==> config.mk <==
export PLATFORM = sky130hd
export DESIGN_NAME = spi_buffered_flags_data_port
export DESIGN_NICKNAME = d
export VERILOG_FILES = /design/src/logic/spi_buf_pkg.sv /design/src/logic/spi_buffered_flags_data_port.sv
export SDC_FILE = /design/constraint.sdc
export NUM_CORES = 1
export LEC_CHECK = 0
export ABC_CLOCK_PERIOD_IN_PS = 3350
export BUFFER_PORTS_ARGS = -buffer_cell sky130_fd_sc_hd__buf_2
export CAP_MARGIN = 20
export CORE_MARGIN = 1.5
export CORE_UTILIZATION = 45
export CTS_BUF_LIST = sky130_fd_sc_hd__clkbuf_4
export CTS_CLUSTER_SIZE = 12
export DETAILED_ROUTE_END_ITERATION = 12
export GPL_ROUTABILITY_DRIVEN = 0
export PLACE_DENSITY = 0.69
export SLEW_MARGIN = 20
export SYNTH_ARGS = -nofsm -noshare
export SYNTH_HDL_FRONTEND = slang
export SYNTH_SLANG_ARGS = --single-unit
==> constraint.sdc <==
create_clock -name pclk -period 3.35 [get_ports pclk]
set_clock_uncertainty 0.1 [all_clocks]
set_input_delay 0.5025 -clock pclk [delete_from_list [all_inputs] [get_ports pclk]]
set_output_delay 0.5025 -clock pclk [all_outputs]
set_load 0.05 [all_outputs]
==> src/logic/spi_buf_pkg.sv <==
/*
  Constants and carrier types for the buffered serial data port.
  Assumes an APB master on pclk and a serial peer on the pin side.
*/
package spi_buf_pkg;
  localparam logic [7:0] ADDR_CTRL = 8'h00;
  localparam logic [7:0] ADDR_IEN = 8'h08;
  localparam logic [7:0] ADDR_FLAGS = 8'h0C;
  localparam logic [7:0] ADDR_DATA = 8'h10;
  localparam int CTRL_MASTER = 0;
  localparam int CTRL_IGNORE = 1;
  localparam int CTRL_BUFFER_MODE_ENABLE = 2;
  localparam int FL_RXC = 7;
  localparam int FL_TXC = 6;
  localparam int FL_DRE = 5;
  localparam int FL_SS = 4;
  localparam int FL_OVF = 0;
  localparam int FL_IF = 7;
  localparam logic [2:0] SCK_HALF = 3'h3;
  localparam logic [2:0] BIT_LAST = 3'h7;
  typedef struct packed {
    logic sck;
    logic mosi;
  } pin_out_t;
endpackage : spi_buf_pkg

==> src/logic/spi_buffered_flags_data_port.sv <==
/*
  Buffered serial port: flags, data mapping, shifter and APB slave.
  Assumes pclk-synchronous pins; sck mode 0, MSB first.
*/
// The APB register port was chosen for this implementation.
`timescale 1ns/1ps
`default_nettype none
module spi_buffered_flags_data_port (
  input wire logic pclk,
  input wire logic presetn,
  input wire logic psel,
  input wire logic penable,
  input wire logic pwrite,
  input wire logic [7:0] paddr,
  input wire logic [31:0] pwdata,
  output logic [31:0] prdata,
  output logic pready,
  output logic pslverr,
  input wire logic ss_n_in,
  input wire logic sck_in,
  input wire logic mosi_in,
  input wire logic miso_in,
  output spi_buf_pkg::pin_out_t pins_out,
  output logic sck_oe,
  output logic mosi_oe,
  output logic miso_out,
  output logic irq
);
  import spi_buf_pkg::*;

  typedef enum logic [2:0] {
    ST_IDLE = 3'b001,
    ST_LOW = 3'b010,
    ST_HIGH = 3'b100
  } st_t;

  st_t st_q, st_d;
  logic [2:0] ctrl_q, ctrl_d;
  logic [7:0] ien_q, ien_d;
  logic rxc_q, rxc_d, txc_q, txc_d, ssf_q, ssf_d, ovf_q, ovf_d;
  logic [7:0] sh_q, sh_d, txb_q, txb_d, rx0_q, rx0_d, rx1_q, rx1_d;
  logic txf_q, txf_d, v0_q, v0_d, v1_q, v1_d, pend_q, pend_d;
  logic [2:0] bit_q, bit_d, div_q, div_d;
  logic sck_q, sck_d, sckp_q, sckp_d, ssp_q, ssp_d;
  logic [31:0] prdata_d;
  logic irq_d;
  logic wr, rd, master, buffer_mode_enable, done, sample, shift_ev, slv_active;
  logic pready_d, rxb_q, rxb_d;

  // One wait state so registered read data stands at the pready edge
  assign pready_d = psel & penable & ~pready;
  assign wr = psel & penable & pready & pwrite;
  assign rd = psel & penable & pready & ~pwrite;
  assign master = ctrl_q[CTRL_MASTER];
  assign buffer_mode_enable = ctrl_q[CTRL_BUFFER_MODE_ENABLE];
  assign slv_active = ~master & ~ss_n_in;

  // Master clock generation and bit counting
  always_comb begin
    st_d = st_q;
    div_d = div_q + 3'h1;
    sck_d = sck_q;
    bit_d = bit_q;
    sample = 1'b0;
    shift_ev = 1'b0;
    done = 1'b0;
    sckp_d = sck_in;
    ssp_d = ss_n_in;
    case (st_q)
      ST_IDLE: begin
        div_d = 3'h0;
        bit_d = 3'h0;
        sck_d = 1'b0;
        if (master && pend_q) begin
          st_d = ST_LOW;
        end
      end
      ST_LOW: begin
        if (!master) begin
          st_d = ST_IDLE;
        end else if (div_q == SCK_HALF) begin
          div_d = 3'h0;
          sck_d = 1'b1;
          sample = 1'b1;
          st_d = ST_HIGH;
        end
      end
      ST_HIGH: begin
        if (!master) begin
          st_d = ST_IDLE;
        end else if (div_q == SCK_HALF) begin
          div_d = 3'h0;
          sck_d = 1'b0;
          shift_ev = 1'b1;
          bit_d = bit_q + 3'h1;
          if (bit_q == BIT_LAST) begin
            done = 1'b1;
            st_d = ST_IDLE;
          end else begin
            st_d = ST_LOW;
          end
        end
      end
      default: st_d = ST_IDLE;
    endcase
    // Slave side follows the external clock edges
    if (slv_active && sck_in && !sckp_q) begin
      sample = 1'b1;
    end
    if (slv_active && !sck_in && sckp_q) begin
      shift_ev = 1'b1;
      bit_d = bit_q + 3'h1;
      done = (bit_q == BIT_LAST);
    end
    if (!master && ss_n_in) begin
      bit_d = 3'h0;
    end
  end

  // Data path, flags and register writes
  always_comb begin
    ctrl_d = ctrl_q;
    ien_d = ien_q;
    sh_d = sh_q;
    txb_d = txb_q;
    txf_d = txf_q;
    rx0_d = rx0_q;
    rx1_d = rx1_q;
    v0_d = v0_q;
    v1_d = v1_q;
    pend_d = pend_q;
    txc_d = txc_q;
    ssf_d = ssf_q;
    ovf_d = ovf_q;
    rxb_d = rxb_q;
    if (wr && paddr == ADDR_CTRL) begin
      ctrl_d = pwdata[2:0];
    end
    if (wr && paddr == ADDR_IEN) begin
      ien_d = pwdata[7:0];
    end
    // Write-one clears; hardware sets below take priority
    if (wr && paddr == ADDR_FLAGS) begin
      if (pwdata[FL_TXC]) txc_d = 1'b0;
      if (pwdata[FL_SS]) ssf_d = 1'b0;
      if (pwdata[FL_OVF]) ovf_d = 1'b0;
      if (pwdata[FL_RXC] && buffer_mode_enable) begin
        v0_d = 1'b0;
        v1_d = 1'b0;
      end
    end
    if (rd && paddr == ADDR_DATA) begin
      ovf_d = 1'b0;
      if (buffer_mode_enable) begin
        rx0_d = rx1_q;
        v0_d = v1_q;
        v1_d = 1'b0;
      end
    end
    // Capture on the rising edge, shift on the falling one, so the
    // output bit never moves while the far side samples it
    if (sample) begin
      rxb_d = master ? miso_in : mosi_in;
    end
    if (shift_ev) begin
      sh_d = {sh_q[6:0], rxb_q};
    end
    if (done) begin
      pend_d = 1'b0;
      if (!buffer_mode_enable) begin
        rx0_d = sh_d;
        v0_d = 1'b1;
      end else if (!v0_d) begin
        rx0_d = sh_d;
        v0_d = 1'b1;
      end else if (!v1_d) begin
        rx1_d = sh_d;
        v1_d = 1'b1;
      end else if (txf_q || pend_q) begin
        ovf_d = 1'b1;
      end
      if (txf_q) begin
        sh_d = txb_q;
        txf_d = 1'b0;
        pend_d = 1'b1;
      end else begin
        txc_d = 1'b1;
      end
    end
    if (wr && paddr == ADDR_DATA) begin
      if (buffer_mode_enable && (pend_q || st_q != ST_IDLE)) begin
        txb_d = pwdata[7:0];
        txf_d = 1'b1;
      end else begin
        sh_d = pwdata[7:0];
        pend_d = 1'b1;
      end
    end
    // Select pulled low while master and not ignored: hand over to slave
    if (master && !ctrl_q[CTRL_IGNORE] && !ss_n_in && ssp_q) begin
      ctrl_d[CTRL_MASTER] = 1'b0;
      ssf_d = 1'b1;
    end
  end

  // Read mux and interrupt request
  always_comb begin
    prdata_d = 32'h0000_0000;
    if (psel && penable && !pready) begin
      case (paddr)
        ADDR_CTRL: prdata_d = {29'h0, ctrl_q};
        ADDR_IEN: prdata_d = {24'h0, ien_q};
        ADDR_FLAGS: begin
          if (buffer_mode_enable) begin
            prdata_d[FL_RXC] = v0_q;
            prdata_d[FL_TXC] = txc_q;
            prdata_d[FL_DRE] = ~txf_q;
            prdata_d[FL_SS] = ssf_q;
            prdata_d[FL_OVF] = ovf_q;
          end else begin
            prdata_d[FL_IF] = v0_q | ssf_q;
          end
        end
        ADDR_DATA: prdata_d = {24'h0, rx0_q};
        default: prdata_d = 32'h0000_0000;
      endcase
    end
    if (buffer_mode_enable) begin
      irq_d = (v0_q & ien_q[FL_RXC]) | (txc_q & ien_q[FL_TXC])
        | (~txf_q & ien_q[FL_DRE]) | (ssf_q & ien_q[FL_SS]);
    end else begin
      irq_d = (v0_q | ssf_q) & ien_q[0];
    end
  end

  // State registers
  always_ff @(posedge pclk or negedge presetn) begin
    if (!presetn) begin
      st_q <= ST_IDLE;
      ctrl_q <= 3'h0;
      ien_q <= 8'h00;
      sh_q <= 8'h00;
      txb_q <= 8'h00;
      rx0_q <= 8'h00;
      rx1_q <= 8'h00;
      {txf_q, v0_q, v1_q, pend_q} <= 4'h0;
      {txc_q, ssf_q, ovf_q} <= 3'h0;
      bit_q <= 3'h0;
      div_q <= 3'h0;
      {sck_q, sckp_q} <= 2'h0;
      ssp_q <= 1'b1;
      rxb_q <= 1'b0;
      prdata <= 32'h0000_0000;
      pready <= 1'b0;
      pslverr <= 1'b0;
      pins_out <= '0;
      sck_oe <= 1'b0;
      mosi_oe <= 1'b0;
      miso_out <= 1'b0;
      irq <= 1'b0;
    end else begin
      st_q <= st_d;
      ctrl_q <= ctrl_d;
      ien_q <= ien_d;
      sh_q <= sh_d;
      txb_q <= txb_d;
      rx0_q <= rx0_d;
      rx1_q <= rx1_d;
      {txf_q, v0_q, v1_q, pend_q} <= {txf_d, v0_d, v1_d, pend_d};
      {txc_q, ssf_q, ovf_q} <= {txc_d, ssf_d, ovf_d};
      bit_q <= bit_d;
      div_q <= div_d;
      {sck_q, sckp_q} <= {sck_d, sckp_d};
      ssp_q <= ssp_d;
      rxb_q <= rxb_d;
      prdata <= prdata_d;
      pready <= pready_d;
      pslverr <= 1'b0;
      pins_out.sck <= sck_d;
      pins_out.mosi <= sh_d[7];
      sck_oe <= ctrl_d[CTRL_MASTER];
      mosi_oe <= ctrl_d[CTRL_MASTER];
      miso_out <= sh_d[7];
      irq <= irq_d;
    end
  end

  // Checks
  a_dre_write_clr: assert property (@(posedge pclk) disable iff (!presetn)
    (wr && paddr == ADDR_DATA && buffer_mode_enable && pend_q) |=> txf_q)
    else $error("tx buffer not filled by write");
  a_ovf_read_clr: assert property (@(posedge pclk) disable iff (!presetn)
    (rd && paddr == ADDR_DATA && !done) |=> !ovf_q)
    else $error("overflow not cleared by read");
  a_takeover_slave: assert property (@(posedge pclk) disable iff (!presetn)
    (master && !ctrl_q[CTRL_IGNORE] && !ss_n_in && ssp_q && !wr) |=> (!master && ssf_q))
    else $error("select takeover missed");
  a_ignore_keeps: assert property (@(posedge pclk) disable iff (!presetn)
    (master && ctrl_q[CTRL_IGNORE] && !wr) |=> master)
    else $error("master lost despite ignore");
  a_rx_irq_hold: assert property (@(posedge pclk) disable iff (!presetn)
    (buffer_mode_enable && v0_q && ien_q[FL_RXC]) |=> irq)
    else $error("rx interrupt not requested");
  a_dre_irq_hold: assert property (@(posedge pclk) disable iff (!presetn)
    (buffer_mode_enable && !txf_q && ien_q[FL_DRE]) |=> irq)
    else $error("empty interrupt not requested");
  a_txc_on_done: assert property (@(posedge pclk) disable iff (!presetn)
    (done && !txf_q) |=> txc_q)
    else $error("transfer complete not set");
  a_ovf_when_full: assert property (@(posedge pclk) disable iff (!presetn)
    (done && buffer_mode_enable && v0_q && v1_q && txf_q && !rd && !wr) |=> ovf_q)
    else $error("overflow not set");
  c_master_xfer: cover property (@(posedge pclk) disable iff (!presetn) done && master);
  c_overflow: cover property (@(posedge pclk) disable iff (!presetn) $rose(ovf_q));
  c_takeover: cover property (@(posedge pclk) disable iff (!presetn) $rose(ssf_q));
endmodule : spi_buffered_flags_data_port
`default_nettype wire

==> summary.md <==
| Metric | Value |
|---|---|
| Max-slew violations | 0 |
| Maximum frequency from static timing analysis | 364 MHz |
| Outcome | completed |
| Number of hold-slack violations in the final timing report | 0 |
| Placed wire-length estimate after detailed placement | 5730 µm |
| Leakage power of the design | 2.12 nW |
| Setup Buffers After CTS | 0 |
| Number of register bits inferred by synthesis | 73 |
| Number of buffers inserted by hold repair at cts | 0 |
| Category of the worst setup path capture point | register |
| Clk pwr share | 0.310 |
| Dominant cells by area after synthesis | sky130_fd_sc_hd__dfrtp_1 46%, sky130_fd_sc_hd__mux2_2 9.9%, sky130_fd_sc_hd__mux2_4 6.2% |
| Clk sinks | 73 |
| Arrival time at the worst endpoint | 2.96 ns |
| Total of fill cells in the finished design | 754 |
| Boundary pin count | 89 |
| Final Power | 1.83 mW |
| Internal power component | 1.26 mW |
| Count of antenna diodes in the layout | 0 |
| Synth area leader | sky130_fd_sc_hd__dfrtp_1 |
| Startpoint-to-endpoint class of the critical path | register to register |
| R2R Setup Slk | 0.60 ns |
| Share of total power in combinational logic | 0.166 |
| VDD IR-drop max | 0.157 mV |
| Layout cells sized above 1 | 0.322 |
| Clock latency on the worst-skew pair | 0.43 ns |
| TritonRoute pass-1 iters | 5 |
| Area of the core | 8260 µm² |
| Worst slack after detailed placement | 0.291 ns |
| Wirelength per Cell | 16.7 µm |
| Buffer levels on the longest clock path | 2 |
| Area grow syn2layout | 9.01% |
| Std-Cell Rows | 33 |
| Post-Syn Area | 3870 µm² |
| Minimum clock period after layout | 2.75 ns |
| Main synth FF type | sky130_fd_sc_hd__dfrtp_1 |
| Mean instance size in the synthesized netlist | 11.0 µm² |
| Tightest Pin Transition | 0.925 ns |
| Wire length after detailed routing | 8380 µm |
| CTS tree | done |
| DRC violations left | 0 |
| Number of maximum-capacitance constraint violations | 0 |
| Via count of the first global-routing pass | 2594 |
| Switching share of total power | 0.310 |
| CTS root buf | sky130_fd_sc_hd__clkbuf_4 |
| Maximum level of the CTS H-tree | 3 |
| FF+latch area | 1830 µm² |
| Share of synthesized registers carrying an async set or reset | 1.00 |
| Vias per inst | 5.50 |
| Class of the tightest hold or removal check | input pin to async pin |
| Worst Setup Start Kind | register |
| Antenna violations before repair | 0 |
| Final worst-path setup slack | 0.604 ns |
| Final hold slack | 0.0924 ns |
| Final count of negative-setup-slack endpoints | 0 |
| Floorplan die width | 95.8 µm |
| Count of buffers from port buffering | 39 |
| Antenna violation net count after detailed routing | 0 |
| Net Switching | 0.569 mW |
| Post-CTS resize count | 0 |
| Sequential share of the synthesized area | 0.472 |
| Area of combinational cells with multiple inputs | 1820 µm² |
| Share of the synthesized area in the top cell type | 0.459 |
| Area enclosed by the die boundary | 9170 µm² |
| Final clock period utilization by the worst path | 0.820 |
| Gr usage total | 0.201 |
| Syn. warnings | 0 |
| Vias | 2769 |
| Count of mapped cells out of synthesis | 352 |
| Worst-path maximum fanout | 11 |
| Number of unique standard cell types used by synthesis | 51 |
| Largest net degree at the start of global routing | 74 |
| Initial standard-cell utilization of the core | 0.469 |
| Number of buffers created by CTS | 9 |
| Setup TNS Final | 0 ns |
| First-pass GRT wire length | 13700 µm |
| Number of synthesized flops with an enable pin | 0 |
| Setup repair after global routing missed its margin | false |
| Y dimension of the die | 95.8 µm |
| Clock input transition at the sequential cells of the worst setup and hold paths | 0.13 ns |
| Detailed Route Iter0 Violations | 191 |
| Remaining global-route overflow | 0 |
| Utilization of the core after routing | 0.511 |
| Register share of total power | 0.524 |
| Endpoint required time on the critical path | 3.56 ns |
| Pwr dens | 434 nW/µm² |
| Count of nets after finishing | 447 |
| Tightest slew margin relative to the limit | 0.383 |
## layout by cell type (no fill, tap or decap), types with 2 or more instances in the layout
cell / count
sky130_fd_sc_hd__and2_1: 2
sky130_fd_sc_hd__conb_1: 25
sky130_fd_sc_hd__or4_1: 2
sky130_fd_sc_hd__nor3_1: 4
sky130_fd_sc_hd__nor3b_1: 3
sky130_fd_sc_hd__inv_1: 7
sky130_fd_sc_hd__clkbuf_4: 10
sky130_fd_sc_hd__dfstp_2: 2
sky130_fd_sc_hd__nand2_1: 20
sky130_fd_sc_hd__nor2_1: 21
sky130_fd_sc_hd__a211oi_1: 2
sky130_fd_sc_hd__nand3_1: 12
sky130_fd_sc_hd__clkinvlp_4: 2
sky130_fd_sc_hd__a22oi_1: 8
sky130_fd_sc_hd__mux2_4: 16
sky130_fd_sc_hd__ha_1: 5
sky130_fd_sc_hd__dfrtp_1: 71
sky130_fd_sc_hd__buf_4: 11
sky130_fd_sc_hd__nand4_1: 2
sky130_fd_sc_hd__a31oi_1: 5
sky130_fd_sc_hd__o21ai_0: 21
sky130_fd_sc_hd__nor4_2: 2
sky130_fd_sc_hd__mux2_2: 34
sky130_fd_sc_hd__and3_1: 3
sky130_fd_sc_hd__or2_2: 3
sky130_fd_sc_hd__a21o_1: 2
sky130_fd_sc_hd__buf_2: 38
sky130_fd_sc_hd__mux2i_1: 10
sky130_fd_sc_hd__nor2b_1: 4
sky130_fd_sc_hd__nand2b_1: 3
sky130_fd_sc_hd__a21oi_1: 24
## state kept, by name (all words and copies together), names as in the netlist
name / count
txb_q: 8
pready: 1
txf_q: 1
bit_q: 3
ssp_q: 1
miso_out: 1
ien_q: 8
rx1_q: 8
ovf_q: 1
sckp_q: 1
sck_q: 1
div_q: 3
st_q: 3
ssf_q: 1
v0_q: 1
txc_q: 1
sh_q: 7
pend_q: 1
ctrl_q: 3
v1_q: 1
rxb_q: 1
rx0_q: 8
irq: 1
prdata: 8
## metal layers
metal	track usage	routed length, µm	vias up
met1	0.278	3860	1370
li1	-	-	1290
met3	0.0395	427	11
met4	0.0784	135	0
met2	0.309	3960	98
met5	0	0	-
## power groups by stage
stage               clock network (mW)  registers [mW]  logic, mW
floorplan                            0           0.986      0.236
global placement                     0           0.973      0.297
detailed placement                   0           0.977      0.306
CTS                              0.581           0.959      0.306
global route                     0.616           0.966      0.332
finish                           0.568           0.960      0.304
## cells in the mapped netlist, types with 4 or more instances
cell / count
sky130_fd_sc_hd__o21ai_0: 21
sky130_fd_sc_hd__nor2b_1: 4
sky130_fd_sc_hd__inv_1: 7
sky130_fd_sc_hd__mux2_2: 34
sky130_fd_sc_hd__ha_1: 5
sky130_fd_sc_hd__dfrtp_1: 71
sky130_fd_sc_hd__a21oi_1: 24
sky130_fd_sc_hd__a22oi_1: 8
sky130_fd_sc_hd__nor3_1: 4
sky130_fd_sc_hd__buf_4: 29
sky130_fd_sc_hd__nand3_1: 12
sky130_fd_sc_hd__clkbuf_1: 10
sky130_fd_sc_hd__nor2_1: 21
sky130_fd_sc_hd__mux2i_1: 10
sky130_fd_sc_hd__nand2_1: 20
sky130_fd_sc_hd__mux2_4: 16
sky130_fd_sc_hd__a31oi_1: 5
## cells by family (layout without fill, tap and decap cells)
| group | Yosys count | after routing | synth area share |
|---|---|---|---|
| muxes | 60 | 60 | 0.187 |
| buffers and inverters | 50 | 72 | 0.0811 |
| other | 1 | 25 | 0.000968 |
| DFF | 73 | 73 | 0.472 |
| AOI/OAI and AO/OA | 72 | 72 | 0.112 |
| and+or+nand+nor | 91 | 91 | 0.131 |
| adders and majority gates | 5 | 5 | 0.0161 |
## critical path, stage by stage, from the launching register on
cell,delay (ns)
sky130_fd_sc_hd__dfrtp_1,0.39
sky130_fd_sc_hd__ha_1,0.18
sky130_fd_sc_hd__ha_1,0.37
sky130_fd_sc_hd__a31o_2,0.41
sky130_fd_sc_hd__nand3_1,0.15
sky130_fd_sc_hd__o21ba_1,0.68
sky130_fd_sc_hd__mux2_4,0.35
## area by class of cell
type / count / area share
clock buffer: 10 / 0.0178
clock inverter: 6 / 0.0160
inverter: 7 / 0.00622
multi-input combinational: 253 / 0.431
sequential: 73 / 0.433
tap: 105 / 0.0311
timing repair buffer: 49 / 0.0646
## final timing paths
path                       endpoint      from  depth (start not counted)
setup / recovery           rx1_q[4]  div_q[0]                          6
hold / removal              st_q[2]   presetn                          1
setup reg to reg           rx1_q[4]  div_q[0]                          6
hold reg to reg            div_q[0]  div_q[0]                          1
max in group asynchronous  rx1_q[4]   presetn                          1
min in group pclk             ssp_q   ss_n_in                          1
## stage by stage
stage	cell area, µm²	instances
3_5_place_dp	4080	487
6_report	4220	503
2_1_floorplan	3960	376
3_3_place_gp	4080	487
4_1_cts	4220	503
5_1_grt	4220	503
Note: power is estimated with default switching activity, not from simulation.
